### src/shared/tmc_pkg.sv
// Package for the timer module common core: register map, field layouts,
// reset values and prescaler counts.
// Assumes an 8-bit register view placed in the low lane of a 32-bit bus.
package tmc_pkg;

	// ----------------------------------------------------------------
	// Widths
	// ----------------------------------------------------------------
	localparam int CNT_W = 10;
	localparam int ADDR_W = 6;
	localparam int NUM_SYNC = 4;

	// ----------------------------------------------------------------
	// Register byte offsets
	// ----------------------------------------------------------------
	localparam logic [ADDR_W-1:0] OFS_CTRL0 = 6'h00;
	localparam logic [ADDR_W-1:0] OFS_CTRL1 = 6'h04;
	localparam logic [ADDR_W-1:0] OFS_CNT_LO = 6'h08;
	localparam logic [ADDR_W-1:0] OFS_CNT_HI = 6'h0c;
	localparam logic [ADDR_W-1:0] OFS_CMPA_LO = 6'h10;
	localparam logic [ADDR_W-1:0] OFS_CMPA_HI = 6'h14;
	localparam logic [ADDR_W-1:0] OFS_CMPP_LO = 6'h18;
	localparam logic [ADDR_W-1:0] OFS_CMPP_HI = 6'h1c;
	localparam logic [ADDR_W-1:0] OFS_INT_STAT = 6'h20;
	localparam logic [ADDR_W-1:0] OFS_INT_MASK = 6'h24;
	localparam logic [ADDR_W-1:0] OFS_PIN_CFG = 6'h28;

	// ----------------------------------------------------------------
	// Field layouts
	// ----------------------------------------------------------------
	typedef struct packed {
		logic pause;
		logic [2:0] clkSel;
		logic timerOn;
		logic [2:0] periodField;
	} tmc_ctrl0_t;

	typedef struct packed {
		logic [1:0] mode;
		logic [1:0] pinFn;
		logic initLevel;
		logic polarity;
		logic dutyPeriodSwap;
		logic clearOnA;
	} tmc_ctrl1_t;

	// Bit positions in status and mask
	localparam int INT_A_BIT = 0;
	localparam int INT_P_BIT = 1;
	// Bit positions in pin configuration
	localparam int PIN_ROUTE_BIT = 0;
	localparam int PIN_CAPSRC_BIT = 1;

	// Operating modes
	localparam logic [1:0] MODE_COMPARE = 2'h0;
	localparam logic [1:0] MODE_CAPTURE = 2'h1;
	localparam logic [1:0] MODE_PWM = 2'h2;
	localparam logic [1:0] MODE_TIMER = 2'h3;

	// Reset values
	localparam logic [7:0] RST_CTRL = 8'h00;
	localparam logic [CNT_W-1:0] RST_CNT = 10'h000;
	localparam logic [1:0] RST_INT = 2'h0;
	localparam logic [1:0] RST_PIN_CFG = 2'h0;

	// Prescaler terminal counts
	localparam logic [1:0] SYS_DIV4_LAST = 2'h3;
	localparam logic [3:0] HI_DIV16_LAST = 4'hf;
	localparam logic [5:0] HI_DIV64_LAST = 6'h3f;

endpackage : tmc_pkg

### src/rtl/tmc_timer_core.sv
// Timer module common core: 10-bit up counter, comparators A and P,
// capture input, compare/PWM/single pulse output, Avalon-MM slave.
// Assumes clk is the system clock; the high, subsidiary, external clock
// and capture inputs are asynchronous and synchronised here.
//
// Design decisions made here: the Avalon-MM register port and the register addresses.
`timescale 1ns/10ps

module tmc_timer_core
	import tmc_pkg::*;
#(
	parameter bit IS_PERIODIC = 1'b0
)
(
	input wire logic clk,
	input wire logic resetn,
	input wire logic [ADDR_W-1:0] address,
	input wire logic read,
	input wire logic write,
	input wire logic [3:0] byteenable,
	input wire logic [31:0] writedata,
	output logic [31:0] readdata,
	output logic waitrequest,
	input wire logic highInternalClock,
	input wire logic subsidiaryClock,
	input wire logic extClockPin,
	input wire logic captureInPin,
	output logic timerOutPin,
	output logic timerOutEnN,
	output logic irq
);

	// ----------------------------------------------------------------
	// Pin synchronisers
	// ----------------------------------------------------------------
	logic [NUM_SYNC-1:0] asyncIn;
	logic [NUM_SYNC-1:0] riseV;
	logic [NUM_SYNC-1:0] fallV;

	assign asyncIn = {captureInPin, extClockPin, subsidiaryClock,
		highInternalClock};

	genvar gi;
	generate
		for (gi = 0; gi < NUM_SYNC; gi++)
		begin : gSync
			logic meta;
			logic stable;
			logic last;
			always_ff @(posedge clk)
			begin
				if (!resetn)
				begin
					meta <= 1'b0;
					stable <= 1'b0;
					last <= 1'b0;
				end
				else
				begin
					meta <= asyncIn[gi];
					stable <= meta;
					last <= stable;
				end
			end
			assign riseV[gi] = stable & ~last;
			assign fallV[gi] = ~stable & last;
		end
	endgenerate

	logic hiRise;
	logic subRise;
	logic extRise;
	logic extFall;
	logic capRise;
	logic capFall;
	assign hiRise = riseV[0];
	assign subRise = riseV[1];
	assign extRise = riseV[2];
	assign extFall = fallV[2];
	assign capRise = riseV[3];
	assign capFall = fallV[3];

	// ----------------------------------------------------------------
	// Registers and bus decode
	// ----------------------------------------------------------------
	tmc_ctrl0_t ctrl0;
	tmc_ctrl1_t ctrl1;
	logic [7:0] byteBuffer;
	logic [CNT_W-1:0] count;
	logic [CNT_W-1:0] compareA;
	logic [CNT_W-1:0] compareP;
	logic [1:0] intStatus;
	logic [1:0] intMask;
	logic [1:0] pinCfg;
	logic timerOnPrev;
	logic outLevel;
	logic pulseRun;

	logic busAct;
	logic wrAct;
	logic rdAct;
	logic [7:0] wrByte;
	assign busAct = (read | write) & waitrequest;
	assign wrAct = busAct & write & byteenable[0];
	assign rdAct = busAct & read;
	assign wrByte = writedata[7:0];

	logic timerOnRise;
	assign timerOnRise = ctrl0.timerOn & ~timerOnPrev;

	// ----------------------------------------------------------------
	// Clock selection
	// ----------------------------------------------------------------
	logic [1:0] sysDiv;
	logic [5:0] hiDiv;
	logic selTick;

	always_ff @(posedge clk)
	begin
		if (!resetn)
			sysDiv <= 2'h0;
		else
			sysDiv <= sysDiv + 2'h1;
	end

	// Prescale counts only high clock edges, so its rate is preserved
	always_ff @(posedge clk)
	begin
		if (!resetn)
			hiDiv <= 6'h00;
		else if (hiRise)
			hiDiv <= hiDiv + 6'h01;
	end

	always_comb
	begin
		case (ctrl0.clkSel)
			3'h0: selTick = (sysDiv == SYS_DIV4_LAST);
			3'h1: selTick = 1'b1;
			3'h2: selTick = hiRise & (hiDiv[3:0] == HI_DIV16_LAST);
			3'h3: selTick = hiRise & (hiDiv == HI_DIV64_LAST);
			3'h4: selTick = subRise;
			3'h5: selTick = subRise;
			3'h6: selTick = extRise;
			default: selTick = extFall;
		endcase
	end

	// ----------------------------------------------------------------
	// Comparators
	// ----------------------------------------------------------------
	logic singlePulse;
	logic pwmMode;
	logic countRun;
	logic tick;
	logic [CNT_W-1:0] pTop;
	logic [CNT_W-1:0] pValue;
	logic aHit;
	logic aEnd;
	logic pHit;
	logic clearHit;
	logic [CNT_W-1:0] duty;

	assign pwmMode = (ctrl1.mode == MODE_PWM);
	assign singlePulse = pwmMode & (ctrl1.pinFn == 2'h3);
	assign countRun = ctrl0.timerOn & ~ctrl0.pause & (~singlePulse | pulseRun);
	assign tick = selTick & countRun;

	// top bits compare; field 0 wraps at full count
	assign pValue = IS_PERIODIC ? compareP : {ctrl0.periodField, 7'h00};
	assign pTop = pValue - 10'h001;

	assign aHit = tick & (count == compareA);
	assign aEnd = tick & (count == compareA - 10'h001);
	assign pHit = tick & (count == pTop);

	// swap picks which comparator sets period and which duty
	assign duty = ctrl1.dutyPeriodSwap ? pValue : compareA;

	always_comb
	begin
		if (pwmMode)
			clearHit = ctrl1.dutyPeriodSwap ? aEnd : pHit;
		else if (ctrl1.clearOnA)
			clearHit = aHit;
		else
			clearHit = pHit;
	end

	// ----------------------------------------------------------------
	// Counter
	// ----------------------------------------------------------------
	always_ff @(posedge clk)
	begin
		if (!resetn)
			timerOnPrev <= 1'b0;
		else
			timerOnPrev <= ctrl0.timerOn;
	end

	always_ff @(posedge clk)
	begin
		if (!resetn)
			count <= RST_CNT;
		// clear on enable rise, hold when off
		else if (timerOnRise)
			count <= RST_CNT;
		else if (tick)
		begin
			if (clearHit)
				count <= RST_CNT;
			else
				count <= count + 10'h001;
		end
	end

	// ----------------------------------------------------------------
	// Capture
	// ----------------------------------------------------------------
	logic srcRise;
	logic srcFall;
	logic capEvent;

	// periodic type may take its clock pin as capture source
	assign srcRise = (IS_PERIODIC & pinCfg[PIN_CAPSRC_BIT]) ? extRise : capRise;
	assign srcFall = (IS_PERIODIC & pinCfg[PIN_CAPSRC_BIT]) ? extFall : capFall;

	always_comb
	begin
		capEvent = 1'b0;
		if (ctrl1.mode == MODE_CAPTURE && ctrl0.timerOn)
		begin
			case (ctrl1.pinFn)
				2'h0: capEvent = srcRise;
				2'h1: capEvent = srcFall;
				2'h2: capEvent = srcRise | srcFall;
				default: capEvent = 1'b0;
			endcase
		end
	end

	// ----------------------------------------------------------------
	// Output waveform
	// ----------------------------------------------------------------
	// pulse armed by external pin edge, ended by comparator A
	always_ff @(posedge clk)
	begin
		if (!resetn)
			pulseRun <= 1'b0;
		else if (timerOnRise | ~singlePulse | ~ctrl0.timerOn)
			pulseRun <= 1'b0;
		else if (aHit)
			pulseRun <= 1'b0;
		else if (extRise)
			pulseRun <= 1'b1;
	end

	always_ff @(posedge clk)
	begin
		if (!resetn)
			outLevel <= 1'b0;
		else if (timerOnRise)
			outLevel <= ctrl1.initLevel;
		else if (ctrl1.mode == MODE_COMPARE)
		begin
			if (aHit)
			begin
				case (ctrl1.pinFn)
					2'h0: outLevel <= outLevel;
					2'h1: outLevel <= 1'b0;
					2'h2: outLevel <= 1'b1;
					default: outLevel <= ~outLevel;
				endcase
			end
		end
		else if (pwmMode)
		begin
			case (ctrl1.pinFn)
				2'h0: outLevel <= 1'b0;
				2'h1: outLevel <= 1'b1;
				2'h2: outLevel <= ctrl0.timerOn & (count < duty);
				default: outLevel <= pulseRun;
			endcase
		end
	end

	// Polarity applies to PWM and single pulse only
	always_ff @(posedge clk)
	begin
		if (!resetn)
		begin
			timerOutPin <= 1'b0;
			timerOutEnN <= 1'b1;
		end
		else
		begin
			// pin driven only when routed to timer
			timerOutPin <= pinCfg[PIN_ROUTE_BIT] &
				(outLevel ^ (pwmMode & ctrl1.polarity));
			timerOutEnN <= ~pinCfg[PIN_ROUTE_BIT];
		end
	end

	// ----------------------------------------------------------------
	// Control and comparator registers
	// ----------------------------------------------------------------
	always_ff @(posedge clk)
	begin
		if (!resetn)
		begin
			ctrl0 <= RST_CTRL;
			ctrl1 <= RST_CTRL;
			intMask <= RST_INT;
			pinCfg <= RST_PIN_CFG;
		end
		else if (wrAct)
		begin
			case (address)
				OFS_CTRL0: ctrl0 <= wrByte;
				OFS_CTRL1: ctrl1 <= wrByte;
				OFS_INT_MASK: intMask <= wrByte[1:0];
				OFS_PIN_CFG: pinCfg <= wrByte[1:0];
				default: ;
			endcase
		end
	end

	// one shared buffer for every low byte
	always_ff @(posedge clk)
	begin
		if (!resetn)
			byteBuffer <= 8'h00;
		else if (wrAct && (address == OFS_CMPA_LO || address == OFS_CMPP_LO))
			// low byte write lands in buffer only
			byteBuffer <= wrByte;
		else if (rdAct)
		begin
			// high byte read latches low byte
			case (address)
				OFS_CNT_HI: byteBuffer <= count[7:0];
				OFS_CMPA_HI: byteBuffer <= compareA[7:0];
				OFS_CMPP_HI: byteBuffer <= IS_PERIODIC ? compareP[7:0] : 8'h00;
				default: ;
			endcase
		end
	end

	// Capture beats a simultaneous bus write to the same register
	always_ff @(posedge clk)
	begin
		if (!resetn)
			compareA <= RST_CNT;
		else if (capEvent)
			compareA <= count;
		// high write transfers buffer to low byte
		else if (wrAct && address == OFS_CMPA_HI)
			compareA <= {wrByte[1:0], byteBuffer};
	end

	always_ff @(posedge clk)
	begin
		if (!resetn)
			compareP <= RST_CNT;
		else if (IS_PERIODIC && wrAct && address == OFS_CMPP_HI)
			compareP <= {wrByte[1:0], byteBuffer};
	end

	// ----------------------------------------------------------------
	// Interrupts
	// ----------------------------------------------------------------
	logic [1:0] intEvent;
	logic [1:0] intClear;

	// one source per comparator; capture reports on A
	assign intEvent[INT_A_BIT] = (ctrl1.mode == MODE_CAPTURE) ? capEvent : aHit;
	assign intEvent[INT_P_BIT] = pHit;
	assign intClear = (wrAct && address == OFS_INT_STAT) ? wrByte[1:0] : 2'h0;

	// Set wins over a clear in the same cycle
	always_ff @(posedge clk)
	begin
		if (!resetn)
			intStatus <= RST_INT;
		else
			intStatus <= (intStatus & ~intClear) | intEvent;
	end

	always_ff @(posedge clk)
	begin
		if (!resetn)
			irq <= 1'b0;
		else
			irq <= |(intStatus & intMask);
	end

	// ----------------------------------------------------------------
	// Read path and wait state
	// ----------------------------------------------------------------
	// One wait state: data is registered at the first edge of a request
	always_ff @(posedge clk)
	begin
		if (!resetn)
			waitrequest <= 1'b1;
		else
			waitrequest <= ~busAct;
	end

	always_ff @(posedge clk)
	begin
		if (!resetn)
			readdata <= 32'h00000000;
		else if (rdAct)
		begin
			case (address)
				OFS_CTRL0: readdata <= {24'h000000, ctrl0};
				OFS_CTRL1: readdata <= {24'h000000, ctrl1};
				// low byte reads return the buffer
				OFS_CNT_LO: readdata <= {24'h000000, byteBuffer};
				OFS_CMPA_LO: readdata <= {24'h000000, byteBuffer};
				OFS_CMPP_LO: readdata <= {24'h000000, byteBuffer};
				OFS_CNT_HI: readdata <= {30'h00000000, count[9:8]};
				OFS_CMPA_HI: readdata <= {30'h00000000, compareA[9:8]};
				OFS_CMPP_HI: readdata <= {30'h00000000, compareP[9:8]};
				OFS_INT_STAT: readdata <= {30'h00000000, intStatus};
				OFS_INT_MASK: readdata <= {30'h00000000, intMask};
				OFS_PIN_CFG: readdata <= {30'h00000000, pinCfg};
				default: readdata <= 32'h00000000;
			endcase
		end
	end

endmodule : tmc_timer_core

### config.mk
export PLATFORM = sky130hd
export DESIGN_NAME = tmc_timer_core
export DESIGN_NICKNAME = d
export VERILOG_FILES = /design/src/shared/tmc_pkg.sv /design/src/rtl/tmc_timer_core.sv
export SDC_FILE = /design/constraint.sdc
export NUM_CORES = 1
export LEC_CHECK = 0
export BUFFER_PORTS_ARGS = -buffer_cell sky130_fd_sc_hd__buf_2
export CAP_MARGIN = 0
export CORE_MARGIN = 3
export CORE_UTILIZATION = 50
export DETAILED_ROUTE_END_ITERATION = 16
export GPL_ROUTABILITY_DRIVEN = 0
export PLACE_DENSITY = 0.73
export SYNTH_ARGS = -nofsm -noshare
export SYNTH_HDL_FRONTEND = slang
export SYNTH_SLANG_ARGS = --single-unit
### constraint.sdc
create_clock -name clk -period 6.02 [get_ports clk]
set_input_delay 0.301 -clock clk [delete_from_list [all_inputs] [get_ports clk]]
set_output_delay 0.301 -clock clk [all_outputs]
set_load 0.05 [all_outputs]
==> impl_metrics.csv <==
group,metric,value,unit
worst_setup_path,crit_required,6.23,ns
hold_path,hp-class,"primary input to flop",
sta,slew_headroom,30.67,%
yosys,ys.warnings.count,0,
global_route,grt_antenna_before_repair,0,
cts,postCtsSetupRepairBufs,0,
global_route,grt_overflow,0,
final_layout,fillerInstances,944,
route,first_pass_iters,6,
die,initial_core_util,51.64,%
sta,fin_ws,3.284,ns
die,die_area,0.01139,mm^2
yosys,synthCells,583,
route,drt-initial-drc-count,398,
sta,final_max_slew_viol_count,0,
pwr,p_total,1.101,mW
yosys,yosysUniqueCellTypes,65,
cts,clock-sinks,85,
sta,hold_violations,0,
worst_setup_path,startpoint_type,"flop",
worst_setup_path,cp-end-kind,"flop",
cts,root_buffer,"clkbuf_8",
sta,fin_crit,2.736,ns
sta,finClkSkew,0.01858,ns
worst_setup_path,crit_type,"flop to flop",
cts,cts_resized,0,
global_route,grt_pass1_wl,19540,um
pwr,ir_drop,166.5,uV
placement,io_buffers,34,
die,core-area,0.009819,mm^2
global_route,grt_pass1_vias,3842,
pwr,power_density,205.5,mW/mm^2
final_layout,drive_gt1_share,11.51,%
yosys,async_flop_share,0,%
die,num_rows,36,
sta,worstMarginPinSlew,1.040,ns
yosys,synth_seq_cells,85,
route,drc_errors,0,
yosys,syn_area_per_cell,8.698,um^2
cts,cts_buffer_depth,2,
cts,cts_buffers,9,
worst_setup_path,path_max_fanout,10,
final_layout,fin_nets,656,
route,routed_via_density,5.847,
job,drv_cap,0,
route,num_vias,4233,
route,antenna_left,0,
yosys,syn-cell-area,0.005071,mm^2
sta,fin_crit_sh,45.45,%
sta,rsz0062_at_grt,"no",
final_layout,n_antenna_cell,0,
yosys,synth_edf_count,0,
placement,detailedPlace.worstSlack,3.043,ns
sta,setup_tns,0,ns
sta,max_freq,365.5,MHz
cts,clk_pin_slew,0.11,ns
worst_setup_path,cp.arrival,2.95,ns
route,wl,11970,um
die,die_width,106.7,um
cts,ctsHoldBuffers,0,
die,pin_count,86,
placement,dp_hpwl,8792,um
final_layout,area_delta_synth_final,5.675,%
cts,clock_latency,0.37,ns
global_route,grt_max_degree,74,
route,wl_per_cell,16.53,um
sta,fin_hold_ws,0.1300,ns
outcome,status,"complete, no violations",
pwr,leakagePower,2.032,nW
global_route,grtUsageTotal,21.26,%
yosys,seq_area_frac_synth,33.56,%
cts,htree_levels,3,
die,die_h,106.7,um
yosys,synth_ff_type,"dfxtp_1",
cts,tritoncts,"yes",
sta,setup_viol,0,
[cell type report]
| cell class | instances | area, um^2 | share of cell area [%] |
|---|---|---|---|
| inverter | 15 | 56.30 | 1.051 |
| tap | 133 | 166.4 | 3.105 |
| timing repair buffer | 37 | 192.7 | 3.596 |
| clock buffer | 10 | 137.6 | 2.568 |
| sequential | 85 | 1702 | 31.75 |
| multi-input combinational | 438 | 3028 | 56.50 |
| clock inverter | 6 | 76.32 | 1.424 |
[state kept, by name, summed over array words and instances (netlist names), 2 cells and up]
| signal | flops |
|---|---|
| gSync.stable | 4 |
| compareA | 10 |
| pinCfg | 2 |
| count | 10 |
| readdata | 8 |
| gSync.last | 4 |
| sysDiv | 2 |
| ctrl1 | 8 |
| ctrl0 | 8 |
| hiDiv | 6 |
| intStatus | 2 |
| byteBuffer | 8 |
| gSync.meta | 4 |
| intMask | 2 |
[Yosys cell counts, types with 3 or more instances]
cell | number | share of area, %
a211o_1 | 4 | 0.69
a211oi_1 | 7 | 1.0
a21boi_0 | 18 | 2.7
a21oi_1 | 16 | 1.6
a222oi_1 | 7 | 1.4
a22oi_1 | 6 | 0.89
and2_1 | 27 | 3.3
and4_1 | 3 | 0.52
and4b_1 | 3 | 0.59
buf_2 | 11 | 1.1
buf_4 | 25 | 3.7
clkbuf_1 | 30 | 2.2
dfxtp_1 | 85 | 34
ha_1 | 20 | 4.9
inv_1 | 15 | 1.1
mux2i_1 | 27 | 5.3
nand2_1 | 45 | 3.3
nand2b_1 | 6 | 0.74
nand3_1 | 21 | 2.1
nand4_1 | 8 | 0.99
nor2_1 | 30 | 2.2
nor2b_1 | 19 | 2.3
nor3_1 | 19 | 1.9
nor3b_1 | 8 | 1.2
nor4_1 | 5 | 0.62
nor4b_1 | 6 | 1.0
o2111ai_1 | 3 | 0.52
o211a_1 | 11 | 2.2
o211ai_1 | 4 | 0.59
o21ai_0 | 17 | 1.7
xnor2_1 | 21 | 3.6
xor2_1 | 12 | 2.1
[cells in the final DEF (no fill, tap or decap), drive strengths merged, types with 17 or more instances in the layout]
cell / n
a21boi: 18
nand3: 21
conb: 24
dfxtp: 85
inv: 18
nor2b: 19
ha: 20
and2: 27
mux2i: 27
xnor2: 21
a21oi: 17
nand2: 45
buf: 37
o21ai: 18
nor3: 20
nor2: 30
[worst max-delay path: stages (launching register included)]
cell and delay, ns:
dfxtp_1 0.52, inv_1 0.11, ha_1 0.29, o21ba_2 0.22, a221oi_1 0.30, a41o_1 0.14, o2111ai_1 0.18, a2111oi_4 0.66
nor3_1 0.14
[where the power goes]
part | internal [mW] | switching, mW
clock network | 0.211 | 0.228
logic | 0.0208 | 0.0683
registers | 0.569 | 0.00491
[stage by stage]
stage | utilization (%) | area, um^2 | instances
2_1_floorplan | - | 5157 | 606
3_3_place_gp | 52.40 | 5145 | 708
3_5_place_dp | 52.40 | 5145 | 708
4_1_cts | 54.57 | 5359 | 724
5_1_grt | 54.57 | 5359 | 724
6_report | 54.57 | 5359 | 724
[worst paths after layout]
kind	from	end	slack, ns	cells after the start
worst max-delay path	compareA[1]	count[9]	3.28	8
worst min-delay path	captureInPin	gSync[3].meta	0.13	2
worst max register to register	compareA[1]	count[9]	3.28	8
worst min register to register	gSync[2].meta	gSync[2].stable	0.44	1
[metal layers]
layer / GRT usage (%) / routed length, um
met1: 29.25 / 5192
met3: 3.913 / 866
met2: 34.31 / 5722
met5: 0 / 0
met4: 5.753 / 187
[logic make-up (layout without fill, tap and decap cells)]
group / after synthesis / in the layout / share of synthesized area, %
AO/OA/AOI/OAI: 112 / 112 / 16.80
XOR/XNOR: 33 / 33 / 5.700
adder cells (fa/ha/maj): 20 / 20 / 4.935
buffers and inverters: 83 / 68 / 8.561
flip-flops: 85 / 85 / 33.56
multiplexers: 28 / 28 / 5.551
other: 1 / 24 / 0.07395
AND/OR/NAND/NOR: 221 / 221 / 24.82
No activity file was read; power rests on OpenSTA's default activity.
